[src/bjn_regs.svh]
/*
  constants for the branch/jump next-pc unit: opcode and function codes,
  link register index, reset pc.
  assumes a 32-bit instruction word in the classic three-format layout.
*/
`ifndef BJN_REGS_SVH
`define BJN_REGS_SVH
`define BJN_OP_SPECIAL   6'h00
`define BJN_OP_REGIMM    6'h01
`define BJN_OP_GOTO      6'h02
`define BJN_OP_CALL      6'h03
`define BJN_OP_EQ        6'h04
`define BJN_OP_NE        6'h05
`define BJN_OP_NONPOS    6'h06
`define BJN_OP_POS       6'h07
`define BJN_FN_RGOTO     6'h08
`define BJN_FN_RCALL     6'h09
`define BJN_FN_SYSSVC    6'h0C
`define BJN_FN_DEBUG     6'h0D
`define BJN_RI_NEG       5'h00
`define BJN_RI_NONNEG    5'h01
`define BJN_RI_CALLNEG   5'h10
`define BJN_RI_CALLNN    5'h11
`define BJN_LINK_GPR     5'h1F
`define BJN_RESET_PC     32'hBFC00000
`define BJN_INSN_BYTES   32'h00000004
`endif

[src/bjn_pkg.sv]
/*
  types for the branch/jump next-pc unit.
  assumes bjn_regs.svh is on the include path.
*/
package bjn_pkg;
  typedef struct packed {
    logic        valid;
    logic [31:0] insn;
    logic [31:0] source_reg_a;
    logic [31:0] source_reg_b;
  } bjn_issue_s;
  typedef struct packed {
    logic        valid;
    logic [4:0]  gpr;
    logic [31:0] value;
  } bjn_link_s;
  typedef enum logic [1:0] {
    BJN_SEQ,
    BJN_SLOT,
    BJN_TRAP
  } bjn_state_e;
endpackage

[src/bjn_next_pc.sv]
/*
  branch/jump next-pc unit: decodes control transfers, forms next pc,
  link writes and trap requests.
  assumes fetch gives one instruction per issue_i.valid with its operands,
  and the exception unit redirects fetch after a trap request.
*/
`timescale 1ns/1ps
`include "bjn_regs.svh"
module bjn_next_pc
  import bjn_pkg::*;
(
  input  wire logic        clk,
  input  wire logic        nrst,
  input  wire bjn_issue_s  issue_i,
  output logic [31:0]      pc_o,
  output bjn_link_s        link_o,
  output logic             system_service_trap_trap_o,
  output logic             break_trap_o,
  output logic             taken_o
);

  function automatic logic is_neg(input logic [31:0] v);
    return v[31];
  endfunction

  function automatic logic is_zero(input logic [31:0] v);
    return v == 32'h00000000;
  endfunction

  bjn_state_e  state_reg, state_next;
  logic [31:0] pc_reg, pc_next;
  logic [31:0] target_reg, target_next;
  logic        pend_reg, pend_next;
  bjn_link_s   link_reg, link_next;
  logic        sys_reg, sys_next;
  logic        brk_reg, brk_next;
  logic        taken_reg, taken_next;

  logic [5:0]  opc;
  logic [5:0]  fn;
  logic [4:0]  ra_idx;
  logic [4:0]  rb_idx;
  logic [4:0]  rd_idx;
  logic [31:0] seq_pc;
  logic [31:0] link_pc;
  logic [31:0] br_tgt;
  logic [31:0] abs_tgt;
  logic [31:0] a;
  logic [31:0] b;

  assign opc    = issue_i.insn[31:26];
  assign fn     = issue_i.insn[5:0];
  assign ra_idx = issue_i.insn[25:21];
  assign rb_idx = issue_i.insn[20:16];
  assign rd_idx = issue_i.insn[15:11];
  assign a      = issue_i.source_reg_a;
  assign b      = issue_i.source_reg_b;
  assign seq_pc  = pc_reg + `BJN_INSN_BYTES;
  assign link_pc = pc_reg + `BJN_INSN_BYTES + `BJN_INSN_BYTES;
  assign abs_tgt = {pc_reg[31:28], issue_i.insn[25:0], 2'b00};
  assign br_tgt  = seq_pc
                 + {{14{issue_i.insn[15]}}, issue_i.insn[15:0], 2'b00};

  always_comb begin
    logic xfer;
    logic take;
    logic [31:0] tgt;
    xfer        = 1'b0;
    take        = 1'b0;
    tgt         = br_tgt;
    state_next  = state_reg;
    pc_next     = pc_reg;
    target_next = target_reg;
    pend_next   = pend_reg;
    link_next   = '0;
    sys_next    = 1'b0;
    brk_next    = 1'b0;
    taken_next  = 1'b0;
    if (issue_i.valid) begin
      unique case (opc)
        `BJN_OP_GOTO: begin
          xfer = 1'b1;
          take = 1'b1;
          tgt  = abs_tgt;
        end
        `BJN_OP_CALL: begin
          xfer = 1'b1;
          take = 1'b1;
          tgt  = abs_tgt;
          link_next = '{1'b1, `BJN_LINK_GPR, link_pc};
        end
        `BJN_OP_EQ: begin
          xfer = 1'b1;
          take = (a == b);
        end
        `BJN_OP_NE: begin
          xfer = 1'b1;
          take = (a != b);
        end
        `BJN_OP_NONPOS: begin
          xfer = 1'b1;
          take = is_neg(a) | is_zero(a);
        end
        `BJN_OP_POS: begin
          xfer = 1'b1;
          take = ~is_neg(a) & ~is_zero(a);
        end
        `BJN_OP_REGIMM: begin
          unique case (rb_idx)
            `BJN_RI_NEG: begin
              xfer = 1'b1;
              take = is_neg(a);
            end
            `BJN_RI_NONNEG: begin
              xfer = 1'b1;
              take = ~is_neg(a);
            end
            `BJN_RI_CALLNEG: begin
              xfer = 1'b1;
              take = is_neg(a);
              link_next = '{1'b1, `BJN_LINK_GPR, link_pc};
            end
            `BJN_RI_CALLNN: begin
              xfer = 1'b1;
              take = ~is_neg(a);
              link_next = '{1'b1, `BJN_LINK_GPR, link_pc};
            end
            default: ;
          endcase
        end
        `BJN_OP_SPECIAL: begin
          unique case (fn)
            `BJN_FN_RGOTO: begin
              xfer = 1'b1;
              take = 1'b1;
              tgt  = a;
            end
            `BJN_FN_RCALL: begin
              xfer = 1'b1;
              take = 1'b1;
              tgt  = a;
              link_next = '{1'b1, rd_idx, link_pc};
            end
            `BJN_FN_SYSSVC: sys_next = 1'b1;
            `BJN_FN_DEBUG:  brk_next = 1'b1;
            default: ;
          endcase
        end
        default: ;
      endcase
      if (sys_next | brk_next) begin
        state_next = BJN_TRAP;
        pend_next  = 1'b0;
      end else if (state_reg == BJN_SLOT) begin
        // the slot executes, then the pending target is taken
        pc_next    = pend_reg ? target_reg : seq_pc;
        pend_next  = 1'b0;
        state_next = BJN_SEQ;
      end else begin
        pc_next = seq_pc;
        if (xfer) begin
          state_next  = BJN_SLOT;
          pend_next   = take;
          target_next = tgt;
          taken_next  = take;
        end else begin
          state_next = BJN_SEQ;
        end
      end
    end
  end

  always_ff @(posedge clk or negedge nrst) begin
    if (!nrst) begin
      state_reg  <= BJN_SEQ;
      pc_reg     <= `BJN_RESET_PC;
      target_reg <= 32'h00000000;
      pend_reg   <= 1'b0;
      link_reg   <= '0;
      sys_reg    <= 1'b0;
      brk_reg    <= 1'b0;
      taken_reg  <= 1'b0;
    end else begin
      state_reg  <= state_next;
      pc_reg     <= pc_next;
      target_reg <= target_next;
      pend_reg   <= pend_next;
      link_reg   <= link_next;
      sys_reg    <= sys_next;
      brk_reg    <= brk_next;
      taken_reg  <= taken_next;
    end
  end

  assign pc_o           = pc_reg;
  assign link_o         = link_reg;
  assign system_service_trap_trap_o = sys_reg;
  assign break_trap_o   = brk_reg;
  assign taken_o        = taken_reg;

  slot_then_target_a: assert property (@(posedge clk)
    disable iff (!nrst)
    (issue_i.valid && state_reg == BJN_SLOT && pend_reg && !sys_next
     && !brk_next) |=> pc_reg == $past(target_reg))
    else $error("delay slot not followed by target");
  abs_target_a: assert property (@(posedge clk)
    disable iff (!nrst)
    (taken_reg && state_reg == BJN_SLOT
     && ($past(opc) == `BJN_OP_GOTO || $past(opc) == `BJN_OP_CALL))
    |-> target_reg[31:28] == $past(pc_reg[31:28]))
    else $error("absolute target top bits wrong");
  call_link_a: assert property (@(posedge clk)
    disable iff (!nrst)
    (issue_i.valid && state_reg == BJN_SEQ && opc == `BJN_OP_CALL)
    |=> link_reg.valid && link_reg.gpr == `BJN_LINK_GPR
        && link_reg.value == $past(pc_reg) + 32'h00000008)
    else $error("absolute call link wrong");
  rcall_link_a: assert property (@(posedge clk)
    disable iff (!nrst)
    (issue_i.valid && opc == `BJN_OP_SPECIAL && fn == `BJN_FN_RCALL)
    |=> link_reg.valid && link_reg.gpr == $past(rd_idx))
    else $error("register call link target wrong");
  eq_branch_a: assert property (@(posedge clk)
    disable iff (!nrst)
    (issue_i.valid && state_reg == BJN_SEQ && opc == `BJN_OP_EQ)
    |=> taken_reg == ($past(a) == $past(b)))
    else $error("equal branch decision wrong");
  ne_branch_a: assert property (@(posedge clk)
    disable iff (!nrst)
    (issue_i.valid && state_reg == BJN_SEQ && opc == `BJN_OP_NE)
    |=> taken_reg == ($past(a) != $past(b)))
    else $error("unequal branch decision wrong");
  pos_branch_a: assert property (@(posedge clk)
    disable iff (!nrst)
    (issue_i.valid && state_reg == BJN_SEQ && opc == `BJN_OP_POS)
    |=> taken_reg == ($signed($past(a)) > 0))
    else $error("positive branch decision wrong");
  neg_branch_a: assert property (@(posedge clk)
    disable iff (!nrst)
    (issue_i.valid && state_reg == BJN_SEQ && opc == `BJN_OP_REGIMM
     && rb_idx == `BJN_RI_NEG) |=> taken_reg == ($signed($past(a)) < 0))
    else $error("negative branch decision wrong");
  sign_call_a: assert property (@(posedge clk)
    disable iff (!nrst)
    (issue_i.valid && opc == `BJN_OP_REGIMM && rb_idx[4]
     && rb_idx[3:1] == 3'h0) |=> link_reg.valid)
    else $error("sign call did not link");
  trap_format_a: assert property (@(posedge clk)
    disable iff (!nrst)
    (sys_reg || brk_reg) |-> $past(opc) == `BJN_OP_SPECIAL)
    else $error("trap from wrong format");
  system_service_trap_now_a: assert property (@(posedge clk)
    disable iff (!nrst)
    (issue_i.valid && opc == `BJN_OP_SPECIAL && fn == `BJN_FN_SYSSVC)
    |=> system_service_trap_trap_o && state_reg == BJN_TRAP)
    else $error("system service trap missing");
  break_now_a: assert property (@(posedge clk)
    disable iff (!nrst)
    (issue_i.valid && opc == `BJN_OP_SPECIAL && fn == `BJN_FN_DEBUG)
    |=> break_trap_o)
    else $error("breakpoint trap missing");

endmodule // bjn_next_pc

[config.mk]
export PLATFORM = sky130hd
export DESIGN_NAME = bjn_next_pc
export DESIGN_NICKNAME = d
export VERILOG_FILES = /design/src/bjn_pkg.sv /design/src/bjn_next_pc.sv
export VERILOG_INCLUDE_DIRS = /design/src
export SDC_FILE = /design/constraint.sdc
export NUM_CORES = 1
export LEC_CHECK = 0
export ABC_CLOCK_PERIOD_IN_PS = 4210
export BUFFER_PORTS_ARGS = -buffer_cell sky130_fd_sc_hd__buf_2
export CAP_MARGIN = 10
export CORE_MARGIN = 3
export CORE_UTILIZATION = 40
export CTS_BUF_LIST = sky130_fd_sc_hd__clkbuf_8
export DETAILED_ROUTE_END_ITERATION = 12
export GPL_TIMING_DRIVEN = 1
export PLACE_DENSITY = 0.69
export SLEW_MARGIN = 20
export SYNTH_ARGS = -nofsm -noshare
export SYNTH_HDL_FRONTEND = slang
export SYNTH_SLANG_ARGS = --single-unit
[constraint.sdc]
create_clock -name clk -period 4.21 [get_ports clk]
set_clock_uncertainty 0.05 [all_clocks]
set_input_delay 0.421 -clock clk [delete_from_list [all_inputs] [get_ports clk]]
set_output_delay 0.421 -clock clk [all_outputs]
set_load 0.005 [all_outputs]
* Yosys cells after proc, flatten, opt, wreduce, memory -nomap -nowiden *
Index checks and enable logic that the tools add are counted.

storage, ports and cells
  flip-flop bits (word level) = 108
  output and inout bits = 73
  logic and storage cells = 83
  input bits = 99

operators by class
  equality and inequality tests = 17
  reduce and logical (&&, ||, !) cells = 14
  multiplexer cells = 32
  bitwise logic cells = 7
  add/subtract/negate cells = 3

operator list
  operator               number
  $mux 38                3
  $pmux 38 s3            1
  $mux 32                3
  $add 32x3->32 const B  2
  $pmux 32 s2            1
  $add 32x32->32         1
  $eq 32x32->1           1
  $logic_not 32->1       1
  $ne 32x32->1           1
  $eq 6x3->1 const B     4
  $eq 6x4->1 const B     4
  $mux 1                 20
  $eq 6x2->1 const B     2
  $eq 5x5->1 const B     2
  $reduce_or 2->1        5
  $pmux 1 s7             1
  $eq 6x1->1 const B     1
  $logic_not 6->1        1
  $reduce_or 6->1        1
  $eq 5x1->1 const B     1
  $logic_not 5->1        1
  $not 1->1              4
  $reduce_and 2->1       2
  $reduce_and 4->1       1
  other kinds (8)        9

* Logic depth before layout (Yosys ltp) *
  word-level depth = 9
  gate-level depth with buffers = 19
  mapped depth without buffers = 16

* Worst setup path after synthesis *
Ideal clock, no wire load.

  path type = register to register
  from = register pc_reg[3] (netlist: pc_o[3])
  to = register target_reg[21]
  clock period less this slack = 3,686 ps
  path slack = 524 ps
  data arrival time = 3,501 ps
  setup time = 135 ps
  required time = 4,025 ps
  cell stages (with the launch flop) = 18
  cells stage by stage = dfrtp_1 > ha_1 > buf_2 > and4_1 > buf_6 > and3_1 > xnor2_1 > inv_1 > ha_1 > nand4_1 > nor2_1 > a211oi_1 > o31a_1 > o21bai_1 > a311oi_1 > xnor2_1 > a222oi_1 > o21ai_0

between the ends
  longest elaborated chain between the ends = 4

RTL lines
  item                                RTL line            text
  start, declared                     bjn_next_pc.sv:31   logic [31:0] pc_reg, pc_next;
  start signal, assigned              bjn_next_pc.sv:176  pc_reg <= `BJN_RESET_PC;
  start signal, assigned              bjn_next_pc.sv:185  pc_reg <= pc_next;
  $add 32x3->32 (no source line) (*)  n/a
  $add 32x32->32 (*)                  bjn_next_pc.sv:62   + {{14{issue_i.insn[15]}}, issue_i.insn[15:0], 2'b00};
  $mux 32                             bjn_next_pc.sv:132  unique case (fn)
  $pmux 32 s2 (*)                     bjn_next_pc.sv:80   unique case (opc)
  end signal, assigned                bjn_next_pc.sv:186  target_reg <= target_next;
  end, declared                       bjn_next_pc.sv:32   logic [31:0] target_reg, target_next;

Every way passes the cells marked *; elsewhere a longest branch is shown, timed or not.
A chain may end at the register's enable or synchronous reset.

* Final worst setup path *
  from = register pc_reg[2] (netlist: pc_o[2])
  to = register target_reg[23]

Same word-level chain as after synthesis.

==> flow_summary.json <==
{
  "avgSynthCellArea_um2": 8.36,
  "fmax_mhz": 247,
  "fin_crit_sh_pct": 96.1,
  "clock-sinks": 108,
  "hold_path.class": "in2reg",
  "ctsHtreeMaxLevel": 3,
  "cp.required_ps": 4430,
  "max_slew.worst_pin.slew_ps": 1110,
  "cts_buffers": 9,
  "area_delta_synth_final_pct": 16.4,
  "root_buffer": "clkbuf_8",
  "fillers": 1846,
  "synth_most_common_cell": "nand2_1",
  "path_cells": "ha_1 -> and4_1 -> nand2_1 -> xnor2_1 -> ha_1 -> o21ai_0 -> nor2_1 -> nand2_1 -> o31a_1 -> o31ai_1 -> nor2_1 -> xnor2_1 -> a222oi_1 -> o21ai_0",
  "synth.top_cell.area_share_pct": 31.2,
  "cp-end-kind": "register",
  "post_cts_buffers": 0,
  "dieArea_mm2": 0.0216,
  "syn_inst": 951,
  "synth_fp_nets": 1084,
  "arrival_ps": 4260,
  "synth-seq-cells": 108,
  "synth-edff-count": 0,
  "p_leak_nw": 4.27,
  "slowest_stage": "a222oi_1",
  "rows": 50,
  "post-place-ws_ps": 239,
  "r2r_start": "pc_o[2]$_DFFE_PN0P_",
  "start_util_pct": 41.6,
  "nets": 1235,
  "synth_area_leaders": "dfrtp_1, xnor2_1, ha_1, o21ai_0, nand2_1",
  "core_mm2": 0.0191,
  "ys_async_sr_fraction_pct": 100,
  "relSlewSlack_pct": 26.2,
  "cp_max_fo": 10,
  "reg2reg_slack_ps": 160,
  "ys_dominant_reg_cell": "dfrtp_1",
  "ios": 172,
  "pwr_density_cell_mw_per_mm2": 497,
  "crit_type": "reg2reg",
  "antenna_cells": 0,
  "grt_pass1_vias": 7255,
  "grt_setup_unrepaired": "no",
  "grt_pass1_wl_mm": 40.8,
  "drt-pass1-iter-count": 7,
  "hold_path_end": "system_service_trap_trap_o$_DFF_PN0_",
  "gp_congestion": 0.962,
  "synth.lib_cells_used.distinct": 74,
  "tns_ps": 0,
  "fin_crit_ps": 4050,
  "finalHoldViolCount": 0,
  "dr_total_vias": 7768,
  "setup_viol": 0,
  "die_y_um": 147,
  "drc": 0,
  "clockBufferDepth": 2,
  "final.setup.worst_slack_ps": 165,
  "critPathLaunchType": "register",
  "largest_reg_flops": 38,
  "slew_viol_final": 0,
  "regArea_mm2": 0.00271,
  "ir_drop_mv": 0.208,
  "yosysWarnings": 0,
  "grt_overflow": 0,
  "die_x_um": 147,
  "status": "finished clean",
  "min_from": "issue_i[64]",
  "clk_pin_slew_worst_paths_ps": 110,
  "insertion_delay_ps": 400,
  "ant_nets": 0,
  "hold_depth": 2,
  "grt_max_degree": 66,
  "max_cap_viol_count": 0,
  "cts_tree": "yes",
  "grtUsageTotal_pct": 23.8,
  "ys_seq_area_share_pct": 34.2,
  "drive_above_1_share_pct": 22.7,
  "dp.final_hpwl_mm": 20.4,
  "yosysTopAreaCell": "dfrtp_1",
  "grt_antenna_before_repair": 0,
  "routedWlPerCell_um": 19.0,
  "wirelength_mm": 26.0,
  "io_buffers": 171,
  "syn_area_mm2": 0.00795,
  "r2r-end": "target_reg[23]$_DFFE_PN0P_",
  "slowest_delay_ps": 520,
  "yosys-top-cells-count": "nand2_1, dfrtp_1, nor2_1, xnor2_1, o21ai_0",
  "multi_input_area_mm2": 0.00488,
  "initialDrtViolationCount": 1019,
  "reg2reg_depth": 14,
  "avgViaCountPerCell": 5.68
}
## cells in the final DEF, fill, tap and decap left out, drive strengths merged, types with 4 or more instances in the layout
master / netlist / routed
nand2: 108 / 108
nor3b: 7 / 7
clkbuf: 39 / 9
o31ai: 4 / 4
a21o: 14 / 14
a22oi: 19 / 19
or3: 13 / 13
and2: 5 / 5
mux2i: 6 / 6
o22ai: 7 / 7
a211oi: 5 / 5
nand4: 23 / 23
nor3: 24 / 24
or4: 4 / 4
o2111ai: 4 / 4
nor4: 14 / 14
mux2: 4 / 4
a221oi: 6 / 6
nand3: 16 / 16
nor2b: 5 / 5
a31o: 4 / 4
buf: 14 / 192
nor2: 99 / 99
and3: 14 / 14
xor2: 22 / 22
o21ai: 82 / 82
dfrtp: 99 / 99
xnor2: 87 / 87
inv: 33 / 36
and4: 4 / 4
o221ai: 6 / 6
a21oi: 68 / 68
o21a: 4 / 4
a222oi: 13 / 13
dfstp: 9 / 9
ha: 33 / 33
## worst max-delay path, delay by kind of cell, from the launching register on
family                   cells  cell delay (ps)
AO/OA/AOI/OAI                5             1500
AND/OR/NAND/NOR              5              950
XOR/XNOR                     2              540
adder cells (fa/ha/maj)      2              480
flip-flops                   1              370
## cell families (layout without fill, tap and decap cells)
kind of cell,after synthesis,after routing,share of synthesized area (%)
and+or+nand+nor,347,347,21.7
AOI/OAI and AO/OA,257,257,20.6
xor gates and xnor gates,109,109,12.0
DFF,108,108,34.2
buffers and inverters,86,242,4.72
adders and majority gates,34,34,5.45
muxes,10,10,1.32
## power by group
part           internal (mW)  switching (mW)  total (mW)
Sequential              1.30           0.324        1.62
Combinational           1.02            1.32        2.34
Clock                  0.225           0.411       0.636
Total                   2.54            2.05        4.60
## worst max-delay path by stage
stage                              from                          to  cells past startpoint
finish              pc_o[2]$_DFFE_PN0P_  target_reg[23]$_DFFE_PN0P_                     14
global placement    pc_o[2]$_DFFE_PN0P_  target_reg[23]$_DFFE_PN0P_                     15
global route        pc_o[7]$_DFFE_PN0P_  target_reg[21]$_DFFE_PN0P_                     15
floorplan           pc_o[3]$_DFFE_PN0P_  target_reg[21]$_DFFE_PN0P_                     17
CTS                 pc_o[2]$_DFFE_PN0P_  target_reg[23]$_DFFE_PN0P_                     15
detailed placement  pc_o[2]$_DFFE_PN0P_  target_reg[23]$_DFFE_PN0P_                     15
## stage by stage
stage	hold slack [ps]	std cells	utilization, %	power (mW)	instance area (um2)
after floorplan	75.4	951	-	3.16	7950
after global placement	346	1350	47.4	3.88	9040
after detailed placement	340	1350	47.4	3.91	9040
after CTS	201	1367	48.4	4.56	9240
after global routing	215	1367	48.5	4.94	9250
final	210	1367	48.5	4.60	9250
## area by class of cell
class	count	share of cell area (%)
multi-input combinational	757	52.7
clock inverter	7	0.636
timing repair buffer	193	11.1
clock buffer	9	1.34
sequential	108	29.3
tap	260	3.52
inverter	33	1.34
## repair_timing
| action | in CTS | in global routing |
|---|---|---|
| endpoints found under the setup margin | 0 | 4 |
| hold buffers | 1 | 0 |
| resized for setup | 0 | 3 |
| hold endpoints to repair | 29 | 0 |
## per-layer routing
layer  share of wire [%]  track usage [%]  vias up
met2                  42             34.2      427
met3                 8.5             3.61       66
met4                 3.1             8.99        0
li1                    -                -     3716
met1                  47             35.9     3559
met5                   0                0        -
No activity file was read; power rests on OpenSTA's default activity.
